--- src/inc/sioflt_pkg.sv ---
package sioflt_pkg;
    // ----------------------------------------------------------------
    // sizes
    // ----------------------------------------------------------------
    localparam int unsigned N_IN = 16;
    localparam int unsigned N_TO = 4;
    localparam int unsigned N_OUT = 8;
    localparam logic [1:0] MUTING_LAMP_TERMINAL = 2'h3;
    // ----------------------------------------------------------------
    // timing
    // ----------------------------------------------------------------
    localparam int unsigned CLK_MHZ = 200;
    localparam int unsigned ALT_MS = 1000;
    localparam int unsigned ALT_CYCLES = ALT_MS * 1000 * CLK_MHZ;
    localparam int unsigned FLASH_MS = 250;
    localparam int unsigned FLASH_CYCLES = FLASH_MS * 1000 * CLK_MHZ;
    localparam int unsigned DISC_MS_DEFAULT = 300;
    localparam int unsigned LATCH_MS_DEFAULT = 1000;
    localparam int unsigned MS_CYCLES = 1000 * CLK_MHZ;
    localparam logic [15:0] CNT_RST = 16'h0000;
    // ----------------------------------------------------------------
    // display codes: high nibble letter, low nibble digit
    // ----------------------------------------------------------------
    localparam logic [7:0] INPUT_FAULT_CODE = 8'hf1;
    localparam logic [7:0] TEST_OUTPUT_FAULT_CODE = 8'hf2;
    localparam logic [7:0] OUTPUT_FAULT_CODE = 8'hf3;
    localparam logic [7:0] NO_CODE = 8'h00;

    typedef enum logic [1:0] {
        SIOFLT_SRC_NONE,
        SIOFLT_SRC_IN,
        SIOFLT_SRC_TO,
        SIOFLT_SRC_OUT
    } sioflt_src_t;

    typedef struct packed {
        logic [7:0] code;
        logic show_addr;
        logic active;
    } sioflt_disp_t;

    // per fault class detector results from the field interface
    typedef struct packed {
        logic [N_IN-1:0] in_test_fail;
        logic [N_IN-1:0] in_internal_fail;
        logic [N_TO-1:0] to_overload;
        logic [N_TO-1:0] to_stuck_high;
        logic to_lamp_undercurrent;
        logic [N_OUT-1:0] out_overcurrent;
        logic [N_OUT-1:0] out_short;
        logic [N_OUT-1:0] out_stuck_high;
        logic [N_OUT-1:0] out_cross;
    } sioflt_cause_t;
endpackage

--- src/rtl/sioflt_top.sv ---
`timescale 1ns/1ps
// How it works
// - input faults show input code alternating address
// - faulted terminal steady red, dual channel partner flashes red
// - discrepancy fault after configured time, config-only change
// - input fault clears: time, cause gone, input off
// - standard test output overload/stuck-high, no indicator
// - test output stuck-high clears: time, cause, input off
// - muting lamp terminal undercurrent gives test output code
// - output fault clears: time, cause gone, request off
// - dual channel differing program data gives violation
// - each cycle in which new faults appear raises one history record pulse
module sioflt_top (
    input wire logic i_clk_sys,
    input wire logic i_resetn,
    input wire logic [15:0] i_in_raw,
    input wire logic [7:0] i_in_dual,
    input sioflt_pkg::sioflt_cause_t i_cause_raw,
    input wire logic [3:0] i_to_standard,
    input wire logic i_to_muting_lamp,
    input wire logic [7:0] i_out_request,
    input wire logic [3:0] i_out_dual,
    input wire logic i_cfg_load,
    input wire logic [15:0] i_cfg_disc_ms,
    input wire logic [15:0] i_cfg_latch_ms,
    input wire logic i_hist_enable,
    input wire logic [7:0] i_node_addr,
    output logic [7:0] o_seg_value,
    output logic o_seg_is_addr,
    output logic [15:0] o_in_red_steady,
    output logic [15:0] o_in_red_flash,
    output logic [7:0] o_out_red_steady,
    output logic [7:0] o_out_red_flash,
    output logic o_red_phase,
    output logic [15:0] o_in_fault,
    output logic [3:0] o_to_fault,
    output logic o_lamp_fault,
    output logic [7:0] o_out_fault,
    output logic o_hist_wr
);
    localparam int unsigned NI = sioflt_pkg::N_IN;
    localparam int unsigned NO = sioflt_pkg::N_OUT;
    localparam int unsigned NT = sioflt_pkg::N_TO;

    // ----------------------------------------------------------------
    // pin synchronisers
    // ----------------------------------------------------------------
    logic [15:0] in_s1_r;
    logic [15:0] in_s2_r;
    sioflt_pkg::sioflt_cause_t cause_s1_r;
    sioflt_pkg::sioflt_cause_t cause_s2_r;
    always_ff @(posedge i_clk_sys) begin
        if (!i_resetn) begin
            in_s1_r <= '0;
            in_s2_r <= '0;
            cause_s1_r <= '0;
            cause_s2_r <= '0;
        end else begin
            in_s1_r <= i_in_raw;
            in_s2_r <= in_s1_r;
            cause_s1_r <= i_cause_raw;
            cause_s2_r <= cause_s1_r;
        end
    end

    // ----------------------------------------------------------------
    // block state
    // ----------------------------------------------------------------
    typedef struct packed {
        logic [15:0] disc_ms;
        logic [15:0] latch_ms;
        logic [17:0] ms_cnt;
        logic [27:0] alt_cnt;
        logic show_addr;
        logic [25:0] flash_cnt;
        logic flash;
        logic [7:0][15:0] disc_cnt;
        logic [7:0] seg;
        logic [32:0] prev_faults;
        logic hist;
    } sioflt_st_t;
    sioflt_st_t st_r;
    sioflt_st_t st_nxt;

    logic ms_tick;
    assign ms_tick = (st_r.ms_cnt == 18'(sioflt_pkg::MS_CYCLES - 1));

    // ----------------------------------------------------------------
    // discrepancy detection and causes
    // ----------------------------------------------------------------
    logic [7:0] disc_cause;
    logic [NI-1:0] in_cause;
    logic [NT-1:0] to_oc_cause;
    logic [NT-1:0] to_sh_cause;
    logic lamp_cause;
    logic [NO-1:0] out_cause;
    logic [NO-1:0] dual_viol;
    logic [NI-1:0] in_pair_bad;
    logic [NO-1:0] out_pair_bad;
    logic [NI-1:0] in_flt;
    logic [NT-1:0] to_oc_flt;
    logic [NT-1:0] to_sh_flt;
    logic lamp_flt;
    logic [NO-1:0] out_flt;

    genvar g;
    generate
        for (g = 0; g < NI / 2; g++) begin : g_inpair
            assign disc_cause[g] = i_in_dual[g]
                && (in_s2_r[2*g] != in_s2_r[2*g+1])
                && (st_r.disc_cnt[g] >= st_r.disc_ms);
            assign in_pair_bad[2*g] = disc_cause[g];
            assign in_pair_bad[2*g+1] = disc_cause[g];
        end
        for (g = 0; g < NI; g++) begin : g_in
            assign in_cause[g] = cause_s2_r.in_test_fail[g]
                | cause_s2_r.in_internal_fail[g] | in_pair_bad[g];
            sioflt_latch u_lat (
                .i_clk_sys(i_clk_sys),
                .i_resetn(i_resetn),
                .i_cause(in_cause[g]),
                .i_signal_on(in_s2_r[g]),
                .i_ms_tick(ms_tick),
                .i_latch_ms(st_r.latch_ms),
                .o_fault(in_flt[g])
            );
        end
        for (g = 0; g < NT; g++) begin : g_to
            assign to_oc_cause[g] = i_to_standard[g] & cause_s2_r.to_overload[g];
            assign to_sh_cause[g] = i_to_standard[g] & cause_s2_r.to_stuck_high[g];
            sioflt_latch u_oc (
                .i_clk_sys(i_clk_sys),
                .i_resetn(i_resetn),
                .i_cause(to_oc_cause[g]),
                .i_signal_on(1'b0),
                .i_ms_tick(ms_tick),
                .i_latch_ms(st_r.latch_ms),
                .o_fault(to_oc_flt[g])
            );
            sioflt_latch u_sh (
                .i_clk_sys(i_clk_sys),
                .i_resetn(i_resetn),
                .i_cause(to_sh_cause[g]),
                .i_signal_on(|in_s2_r),
                .i_ms_tick(ms_tick),
                .i_latch_ms(st_r.latch_ms),
                .o_fault(to_sh_flt[g])
            );
        end
        for (g = 0; g < NO / 2; g++) begin : g_outpair
            assign dual_viol[2*g] = i_out_dual[g]
                && (i_out_request[2*g] != i_out_request[2*g+1]);
            assign dual_viol[2*g+1] = dual_viol[2*g];
        end
        for (g = 0; g < NO; g++) begin : g_out
            assign out_cause[g] = cause_s2_r.out_overcurrent[g] | cause_s2_r.out_short[g]
                | cause_s2_r.out_stuck_high[g] | cause_s2_r.out_cross[g]
                | dual_viol[g];
            sioflt_latch u_lat (
                .i_clk_sys(i_clk_sys),
                .i_resetn(i_resetn),
                .i_cause(out_cause[g]),
                .i_signal_on(i_out_request[g]),
                .i_ms_tick(ms_tick),
                .i_latch_ms(st_r.latch_ms),
                .o_fault(out_flt[g])
            );
            assign out_pair_bad[g] = out_flt[g ^ 1] & i_out_dual[g/2];
        end
    endgenerate

    assign lamp_cause = i_to_muting_lamp
        & cause_s2_r.to_lamp_undercurrent;
    sioflt_latch u_lamp (
        .i_clk_sys(i_clk_sys),
        .i_resetn(i_resetn),
        .i_cause(lamp_cause),
        .i_signal_on(1'b0),
        .i_ms_tick(ms_tick),
        .i_latch_ms(st_r.latch_ms),
        .o_fault(lamp_flt)
    );

    // ----------------------------------------------------------------
    // next state
    // ----------------------------------------------------------------
    logic [32:0] all_faults;
    logic [NI-1:0] in_partner;
    assign all_faults = {in_flt, to_oc_flt, to_sh_flt, lamp_flt, out_flt};

    always_comb begin
        st_nxt = st_r;
        if (i_cfg_load) begin
            st_nxt.disc_ms = i_cfg_disc_ms;
            st_nxt.latch_ms = i_cfg_latch_ms;
        end
        st_nxt.ms_cnt = ms_tick ? 18'h00000 : st_r.ms_cnt + 18'h00001;
        for (int i = 0; i < NI / 2; i++) begin
            if (in_s2_r[2*i] == in_s2_r[2*i+1]) begin
                st_nxt.disc_cnt[i] = sioflt_pkg::CNT_RST;
            end else if (ms_tick && st_r.disc_cnt[i] != 16'hffff) begin
                st_nxt.disc_cnt[i] = st_r.disc_cnt[i] + 16'h0001;
            end
        end
        if (st_r.alt_cnt == 28'(sioflt_pkg::ALT_CYCLES - 1)) begin
            st_nxt.alt_cnt = '0;
            st_nxt.show_addr = ~st_r.show_addr;
        end else begin
            st_nxt.alt_cnt = st_r.alt_cnt + 28'h0000001;
        end
        if (st_r.flash_cnt == 26'(sioflt_pkg::FLASH_CYCLES - 1)) begin
            st_nxt.flash_cnt = '0;
            st_nxt.flash = ~st_r.flash;
        end else begin
            st_nxt.flash_cnt = st_r.flash_cnt + 26'h0000001;
        end
        if (|in_flt) begin
            st_nxt.seg = sioflt_pkg::INPUT_FAULT_CODE;
        end else if (|{to_oc_flt, to_sh_flt, lamp_flt}) begin
            st_nxt.seg = sioflt_pkg::TEST_OUTPUT_FAULT_CODE;
        end else if (|out_flt) begin
            st_nxt.seg = sioflt_pkg::OUTPUT_FAULT_CODE;
        end else begin
            st_nxt.seg = sioflt_pkg::NO_CODE;
            st_nxt.show_addr = 1'b0;
            st_nxt.alt_cnt = '0;
        end
        // same phase as the address flag registered alongside
        if (st_nxt.show_addr && st_nxt.seg != sioflt_pkg::NO_CODE) begin
            st_nxt.seg = i_node_addr;
        end
        st_nxt.prev_faults = all_faults;
        st_nxt.hist = i_hist_enable && |(all_faults & ~st_r.prev_faults);
    end

    always_ff @(posedge i_clk_sys) begin
        if (!i_resetn) begin
            st_r <= '0;
            st_r.disc_ms <= 16'(sioflt_pkg::DISC_MS_DEFAULT);
            st_r.latch_ms <= 16'(sioflt_pkg::LATCH_MS_DEFAULT);
        end else begin
            st_r <= st_nxt;
        end
    end

    // ----------------------------------------------------------------
    // outputs
    // ----------------------------------------------------------------
    generate
        for (g = 0; g < NI; g++) begin : g_inled
            assign in_partner[g] = in_flt[g ^ 1] & i_in_dual[g/2];
        end
    endgenerate

    assign o_seg_value = st_r.seg;
    assign o_seg_is_addr = st_r.show_addr;
    assign o_in_red_steady = in_flt;
    assign o_in_red_flash = in_partner & ~in_flt & {NI{st_r.flash}};
    assign o_out_red_steady = out_flt;
    assign o_out_red_flash = out_pair_bad & ~out_flt & {NO{st_r.flash}};
    assign o_red_phase = st_r.flash;
    assign o_in_fault = in_flt;
    assign o_to_fault = to_oc_flt | to_sh_flt;
    assign o_lamp_fault = lamp_flt;
    assign o_out_fault = out_flt;
    assign o_hist_wr = st_r.hist;
endmodule

--- src/rtl/sioflt_latch.sv ---
`timescale 1ns/1ps
// one latched fault with latch time, cause and signal-off release
module sioflt_latch (
    input wire logic i_clk_sys,
    input wire logic i_resetn,
    input wire logic i_cause,
    input wire logic i_signal_on,
    input wire logic i_ms_tick,
    input wire logic [15:0] i_latch_ms,
    output logic o_fault
);
    typedef struct packed {
        logic fault;
        logic [15:0] cnt;
    } sioflt_lst_t;
    sioflt_lst_t st_r;
    sioflt_lst_t st_nxt;

    always_comb begin
        st_nxt = st_r;
        if (i_cause) begin
            st_nxt.fault = 1'b1;
            st_nxt.cnt = sioflt_pkg::CNT_RST;
        end else if (st_r.fault) begin
            if (i_ms_tick && st_r.cnt < i_latch_ms) begin
                st_nxt.cnt = st_r.cnt + 16'h0001;
            end
            if (st_r.cnt >= i_latch_ms && !i_signal_on) begin
                st_nxt.fault = 1'b0;
            end
        end
    end

    always_ff @(posedge i_clk_sys) begin
        if (!i_resetn) begin
            st_r <= '0;
        end else begin
            st_r <= st_nxt;
        end
    end

    assign o_fault = st_r.fault;
endmodule

--- config.mk ---
export PLATFORM = sky130hd
export DESIGN_NAME = sioflt_top
export DESIGN_NICKNAME = d
export VERILOG_FILES = /design/src/inc/sioflt_pkg.sv /design/src/rtl/sioflt_top.sv /design/src/rtl/sioflt_latch.sv
export SDC_FILE = /design/constraint.sdc
export NUM_CORES = 2
export LEC_CHECK = 0
export BUFFER_PORTS_ARGS = -buffer_cell sky130_fd_sc_hd__buf_2
export CORE_AREA = 2 2 398 242
export DETAILED_ROUTE_END_ITERATION = 6
export DIE_AREA = 0 0 400 244
export GPL_TIMING_DRIVEN = 1
export PLACE_DENSITY = 0.83
export SKIP_LAST_GASP = 1
export SLEW_MARGIN = 10
export SYNTH_ARGS = -nofsm -noshare
export SYNTH_HDL_FRONTEND = slang
export SYNTH_SLANG_ARGS = --single-unit
export TNS_END_PERCENT = 1
--- constraint.sdc ---
create_clock -name i_clk_sys -period 3.83 [get_ports i_clk_sys]
set_clock_uncertainty 0.05 [all_clocks]
set_input_delay 0 -clock i_clk_sys [delete_from_list [all_inputs] [get_ports i_clk_sys]]
set_output_delay 0 -clock i_clk_sys [all_outputs]
set_load 0.1 [all_outputs]
; Word-level counts from Yosys, hierarchy flattened
; Index checks and enable logic that the tools add are counted.
[op_classes]
magnitude_cmp = 74
bitwise = 109
mux = 141
n_reduce_logical = 198
eq_ne = 31
add_sub_neg = 44
[ops]
columns = operator, count
row1 = $mux 17, 66
row2 = $add 16x1->16 const B, 41
row3 = $ge 16x16->1, 41
row4 = $lt 16x16->1, 33
row5 = $mux 16, 33
row6 = $ne 16x16->1 const B, 8
row7 = $logic_and 1x1->1, 91
row8 = $mux 29, 3
row9 = $reduce_or 2->1, 43
row10 = $reduce_and 2->1, 33
row11 = $or 1x1->1, 64
row12 = $mux 1, 34
row13 = $and 1x1->1, 33
row14 = $and 33x33->33, 1
row15 = $not 33->33, 1
row16 = $reduce_or 33->1, 1
row17 = $and 16x16->16, 2
row18 = $mux 8, 4
row19 = $reduce_or 16->1, 2
row20 = $add 28x1->28 const B, 1
row21 = $eq 28x28->1 const B, 1
row22 = $mux 28, 1
row23 = $add 26x1->26 const B, 1
row24 = $eq 26x26->1 const B, 1
row25 = 13 further kinds, 58
[totals]
in_bits = 158
out_inout_bits = 88
ff_bits = 1015

; Logic depth before layout (Yosys ltp)
[logic_depth]
depth_word = 7
mapped_depth = 12
mapped_depth_nobuf = 9

; Cells and area by module
; From an unflattened synthesis, not the netlist that was laid out.
[hier_totals]
cells_unflattened = 7539
hier_area_um2 = 61514.0
[modules_own_cells]
columns = module, seq_area_each_um2, n_inst, area_each_um2, cells_each
row1 = sioflt_latch, 340.3, 33, 1228.7, 158
row2 = sioflt_top, 9088.7, 1, 20967.6, 2325

; Least setup slack after synthesis
; No wires, ideal clock.
[synth_path]
path_kind = reg2out
start = register st_r, in the netlist o_red_phase
end = output port o_in_red_flash[10]
path_stages_with_launch = 4
slack_ns = 0.318
arrival_ns = 3.462
cell_sequence = dfxtp_1 clkbuf_1 nand2_1 nor3_1
[synth_between]
elab_chain_cells = 1
[synth_rtl]
columns = item, line
row1 = "start, declared", sioflt_top.sv:82  ; sioflt_st_t st_r;
row2 = "start signal, assigned", sioflt_top.sv:242  ; st_r <= st_nxt;
row3 = $and 16x16->16, sioflt_top.sv:258  ; assign o_in_red_flash = in_partner & ~in_flt & {NI{st_r.flash}};
row4 = "end, declared", sioflt_top.sv:31  ; output logic [15:0] o_in_red_flash,
; Every way passes these cells.

; Worst setup path after layout
[layout_path]
start = register st_r[257] in the netlist's numbering
end = register g_out[6].u_lat.st_r, in the netlist g_out[6].u_lat.o_fault
[layout_between]
elab_chain_cells = 5
[layout_rtl]
columns = item, line
row1 = $ge 16x16->1, sioflt_latch.sv:28  ; if (st_r.cnt >= i_latch_ms && !i_signal_on) begin
row2 = $logic_and 1x1->1, sioflt_latch.sv:28
row3 = $mux 1, sioflt_latch.sv:28
row4 = $mux 17, sioflt_latch.sv:24  ; end else if (st_r.fault) begin
row5 = $mux 17, sioflt_latch.sv:21  ; if (i_cause) begin
row6 = "end signal, assigned", sioflt_latch.sv:38  ; st_r <= st_nxt;
row7 = "end, declared", sioflt_latch.sv:16  ; sioflt_lst_t st_r;
; Every way passes these cells.
; A chain may end at the register's enable or synchronous reset.

==> results.md <==
* Outcome: complete, but fails checks
* Failing checks: design-rule violations
* Largest net degree at the start of global routing at 78
* Min Tclk post-route at 3.72 ns
* Number of global-route vias before repair at 52,600
* Clock Sink Count at 1,015
* Syn Nets at 7,520
* Residual DRC at 17
* Max FO, Critical Path at 14
* Slowest cell on crit path: a2111oi_0
* Vias/cell at 6.47
* Die X at 400 um
* Slew margin rel. at 22.6%
* Number of synthesized flops with an enable pin at 0
* Ys Warns at 0
* Largest buffer count on any clock path at 3
* Post-DRT Antenna Nets at 0
* Post-Synth Adder-Cell Area at 15.6%
* Hold Violations, Final at 0
* WL per Instance at 22.6 um
* Fillers at 6,589
* Placer Congestion at 0.952
* Synth Register Bits at 1,015
* Post-Synthesis Cells at 6,654
* Leak Pwr at 26.2 nW
* Area growth, synth to finish at 16.0%
* Pins Over Slew Limit at 0
* Final period util at 97.2%
* DRT iter0 DRCs at 6,605
* Max-Cap Viols at 0
* Largest family of logic cells by synthesized area: simple AND/OR/NAND/NOR gates
* Initial antenna violation count at 26
* Syn avg cell area at 8.56 sq um
* Crit path kind: reg -> reg
* Total iterations of the first detailed-routing run at 7
* First-pass GRT wire length at 296,000 um
* Worst-Margin Slew at 1.16 ns
* Total CTS buffers at 93
* Worst path required time at 4.45 ns
* Simple-gate share of the synthesized area at 25.3%
* Gr usage total at 38.5%
* Worst path top cell family by delay: compound AO/OA/AOI/OAI gates
* Nets at 8,035
* Mux share of post-synthesis cell area at 1.14%
* Most frequent cells in the layout: dfxtp_1 (1,014), nor2_1 (719), ha_1 (708)
* Top_reg_cell synth: dfxtp_1
* Most used cell, CP: a21o_1
* Starting Density at 60.8%
* Total core area at 93,600 sq um
* Worst-path clk slew at 0.07 ns
* RSZ-0062 raised after global routing: true
* Die area at 97,600 sq um
* CP Capture Type: flop
* M1 WL at 75,200 um
* Register area share after synthesis at 35.7%
* Clock Tree Root: clkbuf_16
* Worst EP arrival at 4.35 ns
* Die height at 244 um
* CTS tree: yes
* Number of top-level pins at 246
* Highest metal used: met5
* Setup bufs post-CTS at 0
* WL met3 at 23,600 um
* Rows at 87
* Achievable frequency at 269 MHz
* Final setup margin at 0.106 ns
* Critical path buffers and inverters at 3
* Hold WC Path Type: in -> reg
* H-tree levels at 3
* Met2 wire len at 78,400 um
* Compound-Gate Fraction of Synth Area at 11.1%
* Post-layout util at 70.5%
* Final setup vio count at 0
* Hold WS at 0.0417 ns
* PD cells at 364 nW/um^2
* Element type at the critical path start: flop
* Distinct cells, synth at 80
* Layout cells sized above 1 at 7.71%
* Synthesized area at 57,000 sq um
* WL final at 192,000 um
* DP HPWL at 121,000 um
* Cell Chain, Critical Path: inv_2 -> buf_12 -> ha_1 -> a21o_1 -> a21o_1 -> a2111oi_0 -> nand2_1 -> a21o_1 -> a31oi_1 -> dlygate4sd3_1
* Worst skew pair latency at 0.75 ns
* Most common cell after layout, fill and taps aside: dfxtp_1
* Synth Area in XOR/XNOR at 7.60%
* Number of port buffers at 245
* Vias post-DR at 55,000
* Synth async-reset ratio at 0%
* Worst VDD drop at 0.000347 V
* Overflow after GRT at 0
* Largest stage delay, worst path at 0.76 ns
* Pre-CTS setup slack at 0.213 ns
[where the power goes]
group | total [mW] | internal, mW | switching (mW)
clock | 10.5 | 5.80 | 4.72
combinational | 2.67 | 0.835 | 1.84
sequential | 10.9 | 10.7 | 0.154
[what timing repair did]
action | 4_1_cts | 5_1_grt
gates resized for setup | 0 | 1
setup endpoints to repair | 0 | 10
endpoints found under the hold margin | 342 | 0
hold buffers | 303 | 0
[flip-flops by register name, summed over array words and instances (netlist names), 64 cells and up]
signal and flops:
g_in.u_lat.st_r 256, g_out.u_lat.st_r 128, st_r 265, g_to.u_oc.st_r 64, cause_s1_r 73, g_to.u_sh.st_r 64, cause_s2_r 73
[through the flow]
stage | instance area (sq um) | setup TNS, ns | power, mW | instances
after CTS | 66000 | 0 | 23.7 | 8488
after detailed placement | 59700 | 0 | 13.3 | 8017
final | 66000 | 0 | 24.1 | 8498
after floorplan | 57000 | 0 | 12.5 | 6654
after global routing | 66000 | -0.181 | 24.6 | 8494
after global placement | 59700 | 0 | 13.2 | 8017
[Yosys cell counts (65+ instances only)]
| cell type | n | area, sq um |
|---|---|---|
| dfxtp_1 | 1015 | 20300 |
| nor2_1 | 719 | 2700 |
| and3_1 | 126 | 788 |
| or3_1 | 116 | 726 |
| nand4_1 | 283 | 1770 |
| a21oi_1 | 445 | 2230 |
| and2_1 | 222 | 1390 |
| nor3_1 | 181 | 906 |
| xor2_1 | 197 | 1730 |
| xnor2_1 | 297 | 2600 |
| clkbuf_1 | 146 | 548 |
| or4_1 | 72 | 541 |
| nor4_1 | 148 | 926 |
| inv_1 | 251 | 942 |
| nand2_1 | 562 | 2110 |
| mux2i_1 | 65 | 651 |
| ha_1 | 708 | 8860 |
| nand3_1 | 242 | 1210 |
| o21ai_0 | 246 | 1230 |
[logic make-up after synthesis]
logic type,after synthesis
xor gates and xnor gates,494
AOI/OAI and AO/OA,1047
and+or+nand+nor,2842
buffers and inverters,483
adders and majority gates,708
muxes,65
DFF,1015
[path summary, 6_finish.rpt]
path,to,from,cells past startpoint,slack (ns)
worst max-delay path,g_out[6].u_lat.o_fault,st_r[257],10,0.11
worst min-delay path,cause_s1_r[32],i_cause_raw[32],3,0.04
worst max register to register,g_out[6].u_lat.o_fault,st_r[257],10,0.11
worst min register to register,cause_s2_r[11],cause_s1_r[11],1,0.37
[layer usage]
metal | track usage [%] | vias to the layer above
li1 | - | 24900
met1 | 49.4 | 25600
met2 | 55.0 | 3450
met3 | 12.5 | 1059
met4 | 25.6 | 24
met5 | 0 | -
[tightest hold or removal path, delay by kind of cell]
kind                   cells  cell delay, ns
AND/OR/NAND/NOR            1            0.13
buffers and inverters      2            0.64
[area by class of cell]
type / instances / area [sq um] / share of cell area [%]
multi-input cells: 5156 / 34600 / 52.4
repair buffers: 651 / 5270 / 7.97
well taps: 1246 / 1560 / 2.36
diodes: 10 / 25.0 / 0.0379
clock buffers: 126 / 2610 / 3.95
inverters: 252 / 948 / 1.44
flip-flops and latches: 1015 / 20300 / 30.8
clock inverters: 42 / 694 / 1.05
No activity file was read; power rests on OpenSTA's default activity.
